**src/mcm_cfg.svh**
```systemverilog
`ifndef MCM_CFG_SVH
`define MCM_CFG_SVH

// Clock and serial timing
`define MCM_CLK_PS        25000
`define MCM_BIT_NS        32000
`define MCM_BIT_CYC       ((`MCM_BIT_NS * 1000) / `MCM_CLK_PS)

// Synchronised pin vector layout
`define MCM_NPIN          11
`define MCM_PIN_RX        0
`define MCM_PIN_OMNI      1
`define MCM_PIN_CODE3     2
`define MCM_PIN_CODE2     3
`define MCM_PIN_CODE1     4
`define MCM_PIN_CODE0     5
`define MCM_PIN_MUTE_EN   6
`define MCM_PIN_FBOARD    7
`define MCM_PIN_PLUG      8
`define MCM_PIN_MAIN      9
`define MCM_PIN_SUB       10

// Register word offsets (byte address = 4 * index)
`define MCM_REG_CTRL      2'h0
`define MCM_REG_STATUS    2'h1
`define MCM_REG_PRESET    2'h2

// Control register fields and reset value
`define MCM_CTRL_CHAN_LSB 0
`define MCM_CTRL_BYP_BIT  2
`define MCM_CTRL_RESET    3'h0

// Message decoding
`define MCM_PRESET_RESET  8'h01
`define MCM_CC_VOLUME     7'h07
`define MCM_MUTE_MAX      7'h05
`define MCM_ST_PROG       4'hc
`define MCM_ST_CTRL       4'hb
`define MCM_ST_PRESS      4'hd
`define MCM_ST_SYSTEM     8'hf0
`define MCM_ST_REALTIME   8'hf8

`endif

```
**src/mcm_pkg.sv**
```systemverilog
`include "mcm_cfg.svh"

package mcm_pkg;

	typedef enum logic [1:0] {
		MCM_RX_IDLE  = 2'b00,
		MCM_RX_START = 2'b01,
		MCM_RX_DATA  = 2'b10,
		MCM_RX_STOP  = 2'b11
	} mcm_rx_state_t;

	typedef struct packed {
		mcm_rx_state_t st;
		logic [11:0]   cnt;
		logic [2:0]    bit_idx;
		logic [7:0]    shift;
		logic [7:0]    data;
		logic          valid;
	} mcm_rx_t;

	typedef struct packed {
		logic [`MCM_NPIN-1:0] s1;
		logic [`MCM_NPIN-1:0] s2;
		logic [`MCM_NPIN-1:0] s3;
		logic [`MCM_NPIN-1:0] f;
		logic                 thru;
		logic [7:0]           run_st;
		logic                 have1;
		logic [7:0]           d1;
		logic [7:0]           preset;
		logic                 prog_stb;
		logic                 mute;
		logic [1:0]           chan;
		logic                 byp;
		logic [2:0]           ctrl;
		logic                 wait_r;
		logic [31:0]          rdata;
	} mcm_state_t;

endpackage

```
**src/mcm_midi_ctrl.sv**
```systemverilog
// Functional notes
// - Program changes accepted only on switch-selected channel, one of sixteen, unless omni.
// - Omni switch OFF accepts every channel, other channel switches ignored.
// - Switches two to five form channel code, two is MSB; all OFF is channel 1.
// - Mute enable switch gates controller 7 muting; OFF means never muted.
// - Controller 7 value 0 to 5 mutes; larger value restores master volume.
// - Everything on the MIDI input is echoed unchanged on the thru output.
// - Detected footboard on serial port makes the MIDI input ignored.
// - Plug in channel footswitch jack overrides panel channel and bypass selection.
// - Mono contact picks main channel; stereo contact picks sub channel.
// - Main one maps to clean/crunch, main two to lead one/lead two.
// - Preset 1 is active from power-up until a program change arrives.
//
// Added by the designer: the address map and the Avalon-MM interface to the registers.
`timescale 1ns/100ps
`default_nettype none

`include "mcm_cfg.svh"

module mcm_midi_ctrl
	import mcm_pkg::*;
#(
	parameter int BIT_CYC = `MCM_BIT_CYC
) (
	input  wire logic        mclk,            // 40 MHz clock
	input  wire logic        rst_b,           // Async reset, active low
	input  wire logic        midi_in,         // MIDI input line, idle high
	input  wire logic [6:1]  enc_sw,          // Encoding switches, high is ON
	input  wire logic        footboard_det,   // Footboard seen on serial port
	input  wire logic        fsw_plug,        // Plug present in channel jack
	input  wire logic        fsw_main,        // Mono contact, main channel
	input  wire logic        secondary_channel_select, // Stereo contact
	input  wire logic [1:0]  avs_address,     // Word address
	input  wire logic        avs_read,        // Read request
	input  wire logic        avs_write,       // Write request
	input  wire logic [31:0] avs_writedata,   // Write data
	input  wire logic [3:0]  avs_byteenable,  // Byte lanes
	output logic [31:0]      avs_readdata,    // Read data
	output logic             avs_waitrequest, // Stall
	output logic             midi_thru,       // Echo of MIDI input
	output logic [7:0]       preset,          // Active preset, 1 to 128
	output logic             preset_load,     // Pulse on accepted program change
	output logic             master_mute,     // Master volume muted
	output logic [1:0]       channel,         // 0 clean 1 crunch 2 lead1 3 lead2
	output logic             bypass           // Preamp defeat
);

	mcm_state_t q;
	mcm_state_t d;

	logic [7:0] rx_byte;
	logic       rx_valid;
	logic       omni;
	logic [3:0] code;
	logic       accept;
	logic       prog_hit;
	logic       vol_hit;
	logic [`MCM_NPIN-1:0] pins;

	function automatic logic [31:0] status_word(input mcm_state_t s);
		status_word = {14'h0000, s.f[`MCM_PIN_SUB], s.f[`MCM_PIN_MAIN],
			s.f[`MCM_PIN_PLUG], s.f[`MCM_PIN_FBOARD], s.f[`MCM_PIN_MUTE_EN],
			s.f[`MCM_PIN_OMNI], s.f[`MCM_PIN_CODE3], s.f[`MCM_PIN_CODE2],
			s.f[`MCM_PIN_CODE1], s.f[`MCM_PIN_CODE0], 4'h0,
			s.mute, s.byp, s.chan};
	endfunction

	assign pins = {secondary_channel_select, fsw_main, fsw_plug, footboard_det,
		enc_sw[6], enc_sw[5], enc_sw[4], enc_sw[3], enc_sw[2], enc_sw[1], midi_in};

	mcm_uart_rx #(
		.BIT_CYC (BIT_CYC)
	) u_rx (
		.mclk  (mclk),
		.rst_b (rst_b),
		.rx    (q.f[`MCM_PIN_RX]),
		.data  (rx_byte),
		.valid (rx_valid)
	);

	always_comb begin
		d = q;
		d.s1 = pins;
		d.s2 = q.s1;
		d.s3 = q.s2;
		// A pin change counts once the last two stages agree
		d.f = ((q.s2 ^ q.s3) & q.f) | (~(q.s2 ^ q.s3) & q.s3);
		d.thru = q.f[`MCM_PIN_RX];
		d.prog_stb = 1'b0;

		omni = ~q.f[`MCM_PIN_OMNI];
		code = {q.f[`MCM_PIN_CODE3], q.f[`MCM_PIN_CODE2],
			q.f[`MCM_PIN_CODE1], q.f[`MCM_PIN_CODE0]};
		accept = ~q.f[`MCM_PIN_FBOARD] && (omni || q.run_st[3:0] == code);
		prog_hit = 1'b0;
		vol_hit = 1'b0;

		if (rx_valid) begin
			if (rx_byte[7]) begin
				if (rx_byte >= `MCM_ST_REALTIME) begin
					d.run_st = q.run_st;
				end else if (rx_byte >= `MCM_ST_SYSTEM) begin
					// System data cancels running status
					d.run_st = 8'h00;
					d.have1 = 1'b0;
				end else begin
					d.run_st = rx_byte;
					d.have1 = 1'b0;
				end
			end else if (q.run_st[7]) begin
				case (q.run_st[7:4])
					`MCM_ST_PROG: begin
						if (accept) begin
							prog_hit = 1'b1;
							d.preset = {1'b0, rx_byte[6:0]} + 8'h01;
							d.prog_stb = 1'b1;
						end
					end
					`MCM_ST_PRESS: begin
						d.have1 = 1'b0;
					end
					`MCM_ST_CTRL: begin
						d.have1 = ~q.have1;
						d.d1 = rx_byte;
						if (q.have1 && q.d1[6:0] == `MCM_CC_VOLUME && accept) begin
							vol_hit = 1'b1;
							d.mute = (rx_byte[6:0] <= `MCM_MUTE_MAX);
						end
					end
					default: begin
						// Three-byte messages have their data bytes skipped in pairs
						d.have1 = ~q.have1;
					end
				endcase
			end
		end
		if (!q.f[`MCM_PIN_MUTE_EN]) begin
			d.mute = 1'b0;
		end

		if (q.f[`MCM_PIN_PLUG]) begin
			d.chan = {q.f[`MCM_PIN_MAIN], q.f[`MCM_PIN_SUB]};
			d.byp = 1'b0;
		end else begin
			d.chan = q.ctrl[`MCM_CTRL_CHAN_LSB +: 2];
			d.byp = q.ctrl[`MCM_CTRL_BYP_BIT];
		end

		// One stall cycle, then answer for exactly one cycle
		if (q.wait_r) begin
			if (avs_read || avs_write) begin
				d.wait_r = 1'b0;
				case (avs_address)
					`MCM_REG_CTRL:   d.rdata = {29'h0, q.ctrl};
					`MCM_REG_STATUS: d.rdata = status_word(q);
					`MCM_REG_PRESET: d.rdata = {24'h0, q.preset};
					default:         d.rdata = 32'h0;
				endcase
			end
		end else begin
			d.wait_r = 1'b1;
			if (avs_write && avs_byteenable[0] && avs_address == `MCM_REG_CTRL) begin
				d.ctrl = avs_writedata[2:0];
			end
		end
	end

	always_ff @(posedge mclk or negedge rst_b) begin
		if (!rst_b) begin
			q <= '{s1: '1, s2: '1, s3: '1, f: {{(`MCM_NPIN-1){1'b0}}, 1'b1},
				thru: 1'b1, run_st: 8'h00, have1: 1'b0, d1: 8'h00,
				preset: `MCM_PRESET_RESET, prog_stb: 1'b0, mute: 1'b0,
				chan: 2'h0, byp: 1'b0, ctrl: `MCM_CTRL_RESET,
				wait_r: 1'b1, rdata: 32'h0};
		end else begin
			q <= d;
		end
	end

	assign avs_readdata    = q.rdata;
	assign avs_waitrequest = q.wait_r;
	assign midi_thru       = q.thru;
	assign preset          = q.preset;
	assign preset_load     = q.prog_stb;
	assign master_mute     = q.mute;
	assign channel         = q.chan;
	assign bypass          = q.byp;
endmodule

`default_nettype wire

```
**src/mcm_uart_rx.sv**
```systemverilog
`timescale 1ns/100ps
`default_nettype none

`include "mcm_cfg.svh"

module mcm_uart_rx
	import mcm_pkg::*;
#(
	parameter int BIT_CYC = `MCM_BIT_CYC
) (
	input  wire logic       mclk,     // System clock
	input  wire logic       rst_b,    // Async reset, active low
	input  wire logic       rx,       // Filtered serial line, idle high
	output logic [7:0]      data,     // Received byte
	output logic            valid     // One-cycle pulse per good byte
);

	localparam logic [11:0] FULL = 12'(BIT_CYC - 1);
	localparam logic [11:0] HALF = 12'(BIT_CYC / 2 - 1);

	mcm_rx_t q;
	mcm_rx_t d;

	always_comb begin
		d = q;
		d.valid = 1'b0;
		case (q.st)
			MCM_RX_IDLE: begin
				d.cnt = HALF;
				if (!rx) begin
					d.st = MCM_RX_START;
				end
			end
			MCM_RX_START: begin
				if (q.cnt != 12'h000) begin
					d.cnt = q.cnt - 12'h001;
				end else if (rx) begin
					// Glitch shorter than half a bit
					d.st = MCM_RX_IDLE;
				end else begin
					d.cnt = FULL;
					d.bit_idx = 3'h0;
					d.st = MCM_RX_DATA;
				end
			end
			MCM_RX_DATA: begin
				if (q.cnt != 12'h000) begin
					d.cnt = q.cnt - 12'h001;
				end else begin
					d.cnt = FULL;
					d.shift = {rx, q.shift[7:1]};
					d.bit_idx = q.bit_idx + 3'h1;
					if (q.bit_idx == 3'h7) begin
						d.st = MCM_RX_STOP;
					end
				end
			end
			MCM_RX_STOP: begin
				if (q.cnt != 12'h000) begin
					d.cnt = q.cnt - 12'h001;
				end else begin
					// Framing error drops the byte silently
					d.st = MCM_RX_IDLE;
					if (rx) begin
						d.data = q.shift;
						d.valid = 1'b1;
					end
				end
			end
			default: begin
				d.st = MCM_RX_IDLE;
			end
		endcase
	end

	always_ff @(posedge mclk or negedge rst_b) begin
		if (!rst_b) begin
			q <= '{st: MCM_RX_IDLE, cnt: 12'h000, bit_idx: 3'h0,
				shift: 8'h00, data: 8'h00, valid: 1'b0};
		end else begin
			q <= d;
		end
	end

	assign data  = q.data;
	assign valid = q.valid;

endmodule

`default_nettype wire

```
**config.mk**
```make
export PLATFORM = sky130hd
export DESIGN_NAME = mcm_midi_ctrl
export DESIGN_NICKNAME = d
export VERILOG_FILES = /design/src/mcm_pkg.sv /design/src/mcm_midi_ctrl.sv /design/src/mcm_uart_rx.sv
export VERILOG_INCLUDE_DIRS = /design/src
export SDC_FILE = /design/constraint.sdc
export NUM_CORES = 1
export LEC_CHECK = 0
export ABC_CLOCK_PERIOD_IN_PS = 2470
export BUFFER_PORTS_ARGS = -buffer_cell sky130_fd_sc_hd__buf_2
export CORE_MARGIN = 2
export CORE_UTILIZATION = 35
export CTS_CLUSTER_SIZE = 40
export DETAILED_ROUTE_END_ITERATION = 16
export HOLD_SLACK_MARGIN = 0.02
export PLACE_DENSITY_LB_ADDON = 0.12
export SYNTH_ARGS = -nofsm -noshare
export SYNTH_HDL_FRONTEND = slang
export SYNTH_HIERARCHICAL = 1
export SYNTH_SLANG_ARGS = --single-unit
```
**constraint.sdc**
```tcl
create_clock -name mclk -period 2.47 [get_ports mclk]
set_clock_uncertainty 0.1 [all_clocks]
set_input_delay 0.494 -clock mclk [delete_from_list [all_inputs] [get_ports mclk]]
set_output_delay 0.494 -clock mclk [all_outputs]
set_load 0.005 [all_outputs]
```
# ---- Word-level counts from Yosys, hierarchy flattened
# Cells that the tools add are included.
# W data, S select, Z words.
dict set report op_classes {
  n_addsub 3
  n_lt_le_gt_ge 3
  eq_ne 26
  n_mux 34
  bitwise_logic 12
  reduce_logical 24
}
# cell count
set ops {}
lappend ops {{$pmux W14 S4} 1}
lappend ops {{$pmux W18 S3} 1}
lappend ops {{$mux W12} 3}
lappend ops {{$mux W33} 1}
lappend ops {{$mux W9} 3}
lappend ops {{$and A11 B11 Y11} 2}
lappend ops {{$mux W19} 1}
lappend ops {{$ge A8 B8 Y1 const B} 2}
lappend ops {{$mux W2} 8}
lappend ops {{$ne A2 B2 Y1 const B} 8}
lappend ops {{$mux W15} 1}
lappend ops {{$reduce_and A5 Y1} 3}
lappend ops {{$eq A4 B4 Y1 const B} 3}
lappend ops {{$ne A2 B1 Y1 const B} 6}
lappend ops {{$reduce_and A4 Y1} 3}
lappend ops {{$reduce_bool A12 Y1} 1}
lappend ops {{$sub A12 B1 Y12 const B} 1}
lappend ops {{$mux W11} 1}
lappend ops {{$not A11 Y11} 1}
lappend ops {{$or A11 B11 Y11} 1}
lappend ops {{$xor A11 B11 Y11} 1}
lappend ops {{$mux W1} 9}
lappend ops {{$add A7 B1 Y8 const B} 1}
lappend ops {{$reduce_and A2 Y1} 4}
lappend ops {{18 further kinds} 36}
dict set report word_totals {
  ff_bits 144
  inputBits 53
  out_inout_bits 47
  word_cells 124
}

# ---- Longest topological paths before layout
dict set report depth {
  depth_word 10
  depth_mapped 7
  mapped_depth_nobuf 6
}

# ---- Modules after synthesis
# Netlist, hierarchy kept.
# mod instances cells_each area_each_um2 seq_area_each_um2
set by_module_without_submodules {}
lappend by_module_without_submodules {mcm_midi_ctrl 1 302 3877.5 2448.6}
lappend by_module_without_submodules {mcm_uart_rx 1 149 1685.4 850.8}

# ---- Least setup slack after synthesis
# Ideal clock, no wire load.
dict set report synth_timing {
  path_kind {reg2reg}
  from {register u_rx/q[20] (netlist name)}
  to {register u_rx/q[27] (netlist name)}
  arrival_ns 1.919
  required_ns 2.241
  slack_ns 0.322
  stages_incl_launch_ff 8
  path_cell_list {dfrtp_1 inv_1 ha_1 or4b_1 buf_2 or4_1 a21oi_1 a211oi_1}
}
dict set report synth_via {
  elab_chain_cells 3
}
# element line_no
set synth_lines {}
lappend synth_lines {{start, declared} mcm_uart_rx.sv:21} ;# mcm_rx_t q;
lappend synth_lines {{start signal, assigned} mcm_uart_rx.sv:78} ;# q <= '{st: MCM_RX_IDLE, cnt: 12'h000, bit_idx: 3'h0,
lappend synth_lines {{$sub A12 B1 Y12 or $reduce_bool A12 Y1 (tied branches)} -}
lappend synth_lines {{$mux W12, or another cell as far along} mcm_uart_rx.sv:59} ;# if (q.cnt != 12'h000) begin
lappend synth_lines {{$pmux W14 S4 or $reduce_and A2 Y1 (tied branches)} -}
# Parallel ways exist; a longest one is shown, timed or not. The select of a mux whose other input is x is not followed.
# A chain may end at the register's enable or synchronous reset.

# ---- Final worst setup path
dict set report layout_timing {
  from {register u_rx/q[20] (netlist name)}
  to {register u_rx.q, in the netlist u_rx/data[2]}
}
dict set report layout_via {
  elab_chain_cells 3
}
# element line_no
set layout_lines {}
lappend layout_lines {{$reduce_bool A12 Y1} mcm_uart_rx.sv:59}
lappend layout_lines {{$not A1 Y1 (no source line)} -}
lappend layout_lines {{$reduce_and A3 Y1 (no source line)} -}
# No other way between the ends.

==> results.toml <==
[global_route]
grt_pass1_wl_mm = 16.6
antenna_found_initial = 0
grt-ovfl-total = 0
track_usage_pct = 12.8
grt_max_degree = 44
first_global_vias = 3206

[logic_synthesis]
syn_area_mm2 = 0.00556
synth.distinct_cells = 60
postSynthCellCount = 451
syn_avg_cell_area_um2 = 12.3
ys_seq_elements = 130
synth-seq-area-share_pct = 59.3
synth_edf_count = 0
yosys_warnings = 6
synth-main-ff-cell = "dfrtp_1"
synthArstFlopShare_pct = 100

[clock_tree]
clkTransAtPathRegs_ns = 0.06
cts-root-buf = "clkbuf_16"
h-tree-depth = 4
insertion_delay_ns = 0.41
cts_hold_buf = 1
cts_inserted_buffers = 17
post_cts.repair.setup_buffers = 0
cts_tree = "yes"
cts_max_path_buffers = 2
cts.sinks = 130
cts_resized = 0

[sta]
finalWorstSetupSlack_ns = 0.220
setup_violations = 0
hold_viol_final = 0
rsz0062_at_grt = "no"
worst_pin_slew_ns = 0.599
post-route-period-util_pct = 91.1
slew_violations = 0
slew_headroom_pct = 59.7
period_minus_slack_ns = 2.25
tns_ns = 0
fmax_ghz = 0.444

[drt]
num_vias = 3294
drtAntennaViolNets = 0
detail_route.iter0.violations = 155
routedWlPerCell_um = 14.3
drtPass1Iterations = 4
drc = 0
routed_wl_mm = 10.2
viasPerCell = 4.59

[cells_and_area]
drive_gt1_share_pct = 35.5
fin_nets = 548
n_antenna_cell = 0
layout.cells.non_filler = 717
area_delta_synth_final_pct = 15.9
fill_cells = 1541

[placed_design]
pre_cts_slack_ns = 0.217
numPlacedInstances = 684
gp_congestion = 0.747
dpl.hpwl_mm = 6.88
io_buffer_count = 53

[die]
rows = 46
chipHeight_um = 130
pin_count = 100
initial_utilization_pct = 35.4
die_area_mm2 = 0.0169
core_area_mm2 = 0.0157
die_w_um = 130

[power_and_ir_drop]
ir_worst_vdd_uv = 469
swShare_pct = 22.5
p_per_area_mw_per_mm2 = 769
total_power_mw = 4.96
p_leak_nw = 2.95
switchingPower_mw = 1.12
p_seq_share_pct = 46.8
power.share.clock_pct = 48.4
p_int_mw = 3.84
comb_power_share_pct = 4.8

[min_path]
hold-path-cell-count = 1
min_to = "d[90]"
hp-class = "primary input to register"
min_from = "enc_sw[1]"

[critical_path]
cpPeakStageDelay_ns = 0.48
path_max_fanout = 9
worst-setup-path-type = "register to register"
r2r_slack_ns = 0.22
cp.required_ns = 2.66
worstReg2RegStart = "u_rx/q[20]"
slowest_stage = "nor4b_2"
rr_endpoint = "u_rx/data[2]"
arrival_ns = 2.44
end_kind = "register"
crit_chain = "inv_1 -> ha_1 -> nor4b_2 -> nand3_1 -> nor2_2 -> buf_12 -> mux2_2"
r2r_cells = 7
start_kind = "register"

[outcome]
outcome = "finished, final reports clean"

[flow_run]
cap_violations = 0
-- per-layer routing --
metal / share of wire [%] / wire [um] / track usage, % / up-vias
met1: 50 / 5160 / 17.8 / 1629
met3: 3.4 / 346 / 3.57 / 4
li1: - / - / - / 1602
met2: 46 / 4660 / 19.2 / 59
met5: 0 / 0 / 0 / -
met4: 0.63 / 64 / 4.74 / 0
-- cell families (layout without fill, tap and decap cells) --
logic type	Yosys count	after routing	share of synthesized area, %
buffers and inverters	73	110	8.52
muxes	40	40	7.98
AOI/OAI and AO/OA	64	64	7.45
and+or+nand+nor	115	115	11.5
xor gates and xnor gates	10	10	1.57
adders and majority gates	18	18	3.55
other	1	14	0.0674
DFF	130	130	59.3
-- layout by cell type, fill, tap and decap left out, drive strengths merged, types with 4 or more instances in the layout --
master	synthesis	final
nand4	4	4
mux2i	5	5
mux2	35	35
nor2	19	19
maj3	11	11
nor4	7	7
or4	5	5
xnor2	4	4
nand2	37	37
xor2	6	6
buf	54	69
a21oi	12	12
nand2b	4	4
inv	8	14
nor3	7	7
ha	7	7
a22o	6	6
dfrtp	93	93
nand3	7	7
or3	7	7
dfstp	37	37
clkbuf	11	22
nor2b	5	5
conb	1	14
o21ai	23	23
-- cells in the mapped netlist, types with 5 or more instances --
| cell type | number | area share (%) |
|---|---|---|
| dfrtp_1 | 93 | 42 |
| buf_4 | 51 | 6.9 |
| dfstp_2 | 37 | 17 |
| nand2_1 | 37 | 2.5 |
| mux2_2 | 35 | 7.1 |
| o21ai_0 | 22 | 2.0 |
| nor2_1 | 18 | 1.2 |
| a21oi_1 | 12 | 1.1 |
| clkbuf_1 | 11 | 0.74 |
| maj3_1 | 11 | 2.0 |
| inv_1 | 8 | 0.54 |
| ha_1 | 7 | 1.6 |
| nand3_1 | 7 | 0.63 |
| or3_1 | 7 | 0.79 |
| a22o_1 | 6 | 0.94 |
| nor3_1 | 6 | 0.54 |
| xor2_1 | 6 | 0.94 |
| mux2i_1 | 5 | 0.90 |
| nor2b_1 | 5 | 0.56 |
-- cell type report --
class	count	area [um^2]	area share, %
Inverter	8	30.0	0.466
Sequential cell	130	3300	51.2
Tap cell	216	270	4.19
Multi-Input combinational cell	261	1840	28.6
Timing Repair Buffer	70	435	6.75
Clock inverter	10	95.1	1.47
Clock buffer	22	475	7.37
-- power by group through the flow --
stage          logic, mW  clock network [mW]  registers, mW
5_1_grt            0.278                2.57           2.34
6_report           0.240                2.40           2.32
3_3_place_gp       0.243                   0           2.36
3_5_place_dp       0.248                   0           2.36
2_1_floorplan      0.173                   0           2.34
4_1_cts            0.250                2.48           2.32
-- sequential cells by signal, indices dropped and copies added, names as in the netlist, named ones only --
register,flops
midi_thru,1
u_rx/data,8
preset,8
preset_load,1
avs_waitrequest,1
bypass,1
master_mute,1
u_rx/q,24
q,30
u_rx/valid,1
avs_readdata,18
d,22
channel,2
-- worst max-delay path, delay by kind of cell, from the launching register on --
kind                       cells  cell delay (ns)
and+or+nand+nor                3             0.91
DFF                            1             0.40
muxes                          1             0.33
buffers and inverters          2             0.23
adders and majority gates      1             0.16
-- metrics by stage --
step | hold slack, ns | util (%) | cell area (um^2)
after floorplan | 0.0984 | - | 5610
after global placement | 0.246 | 37.3 | 5870
after detailed placement | 0.247 | 37.3 | 5870
after CTS | 0.0567 | 41.0 | 6450
after global routing | 0.0539 | 41.0 | 6450
final | 0.0764 | 41.0 | 6450
-- how the worst max path moves through the flow --
stage                     startpoint      endpoint  slack [ns]  depth (start not counted)
after global routing      u_rx/q[20]    u_rx/q[17]         0.1                          8
final                     u_rx/q[20]  u_rx/data[2]        0.22                          7
after global placement    u_rx/q[20]    u_rx/q[30]        0.23                          6
after CTS                 u_rx/q[20]    u_rx/q[27]        0.20                          6
after detailed placement  u_rx/q[20]    u_rx/q[27]        0.22                          6
after floorplan           u_rx/q[20]    u_rx/q[27]        0.32                          7
Power figures use the tool's default switching activity.
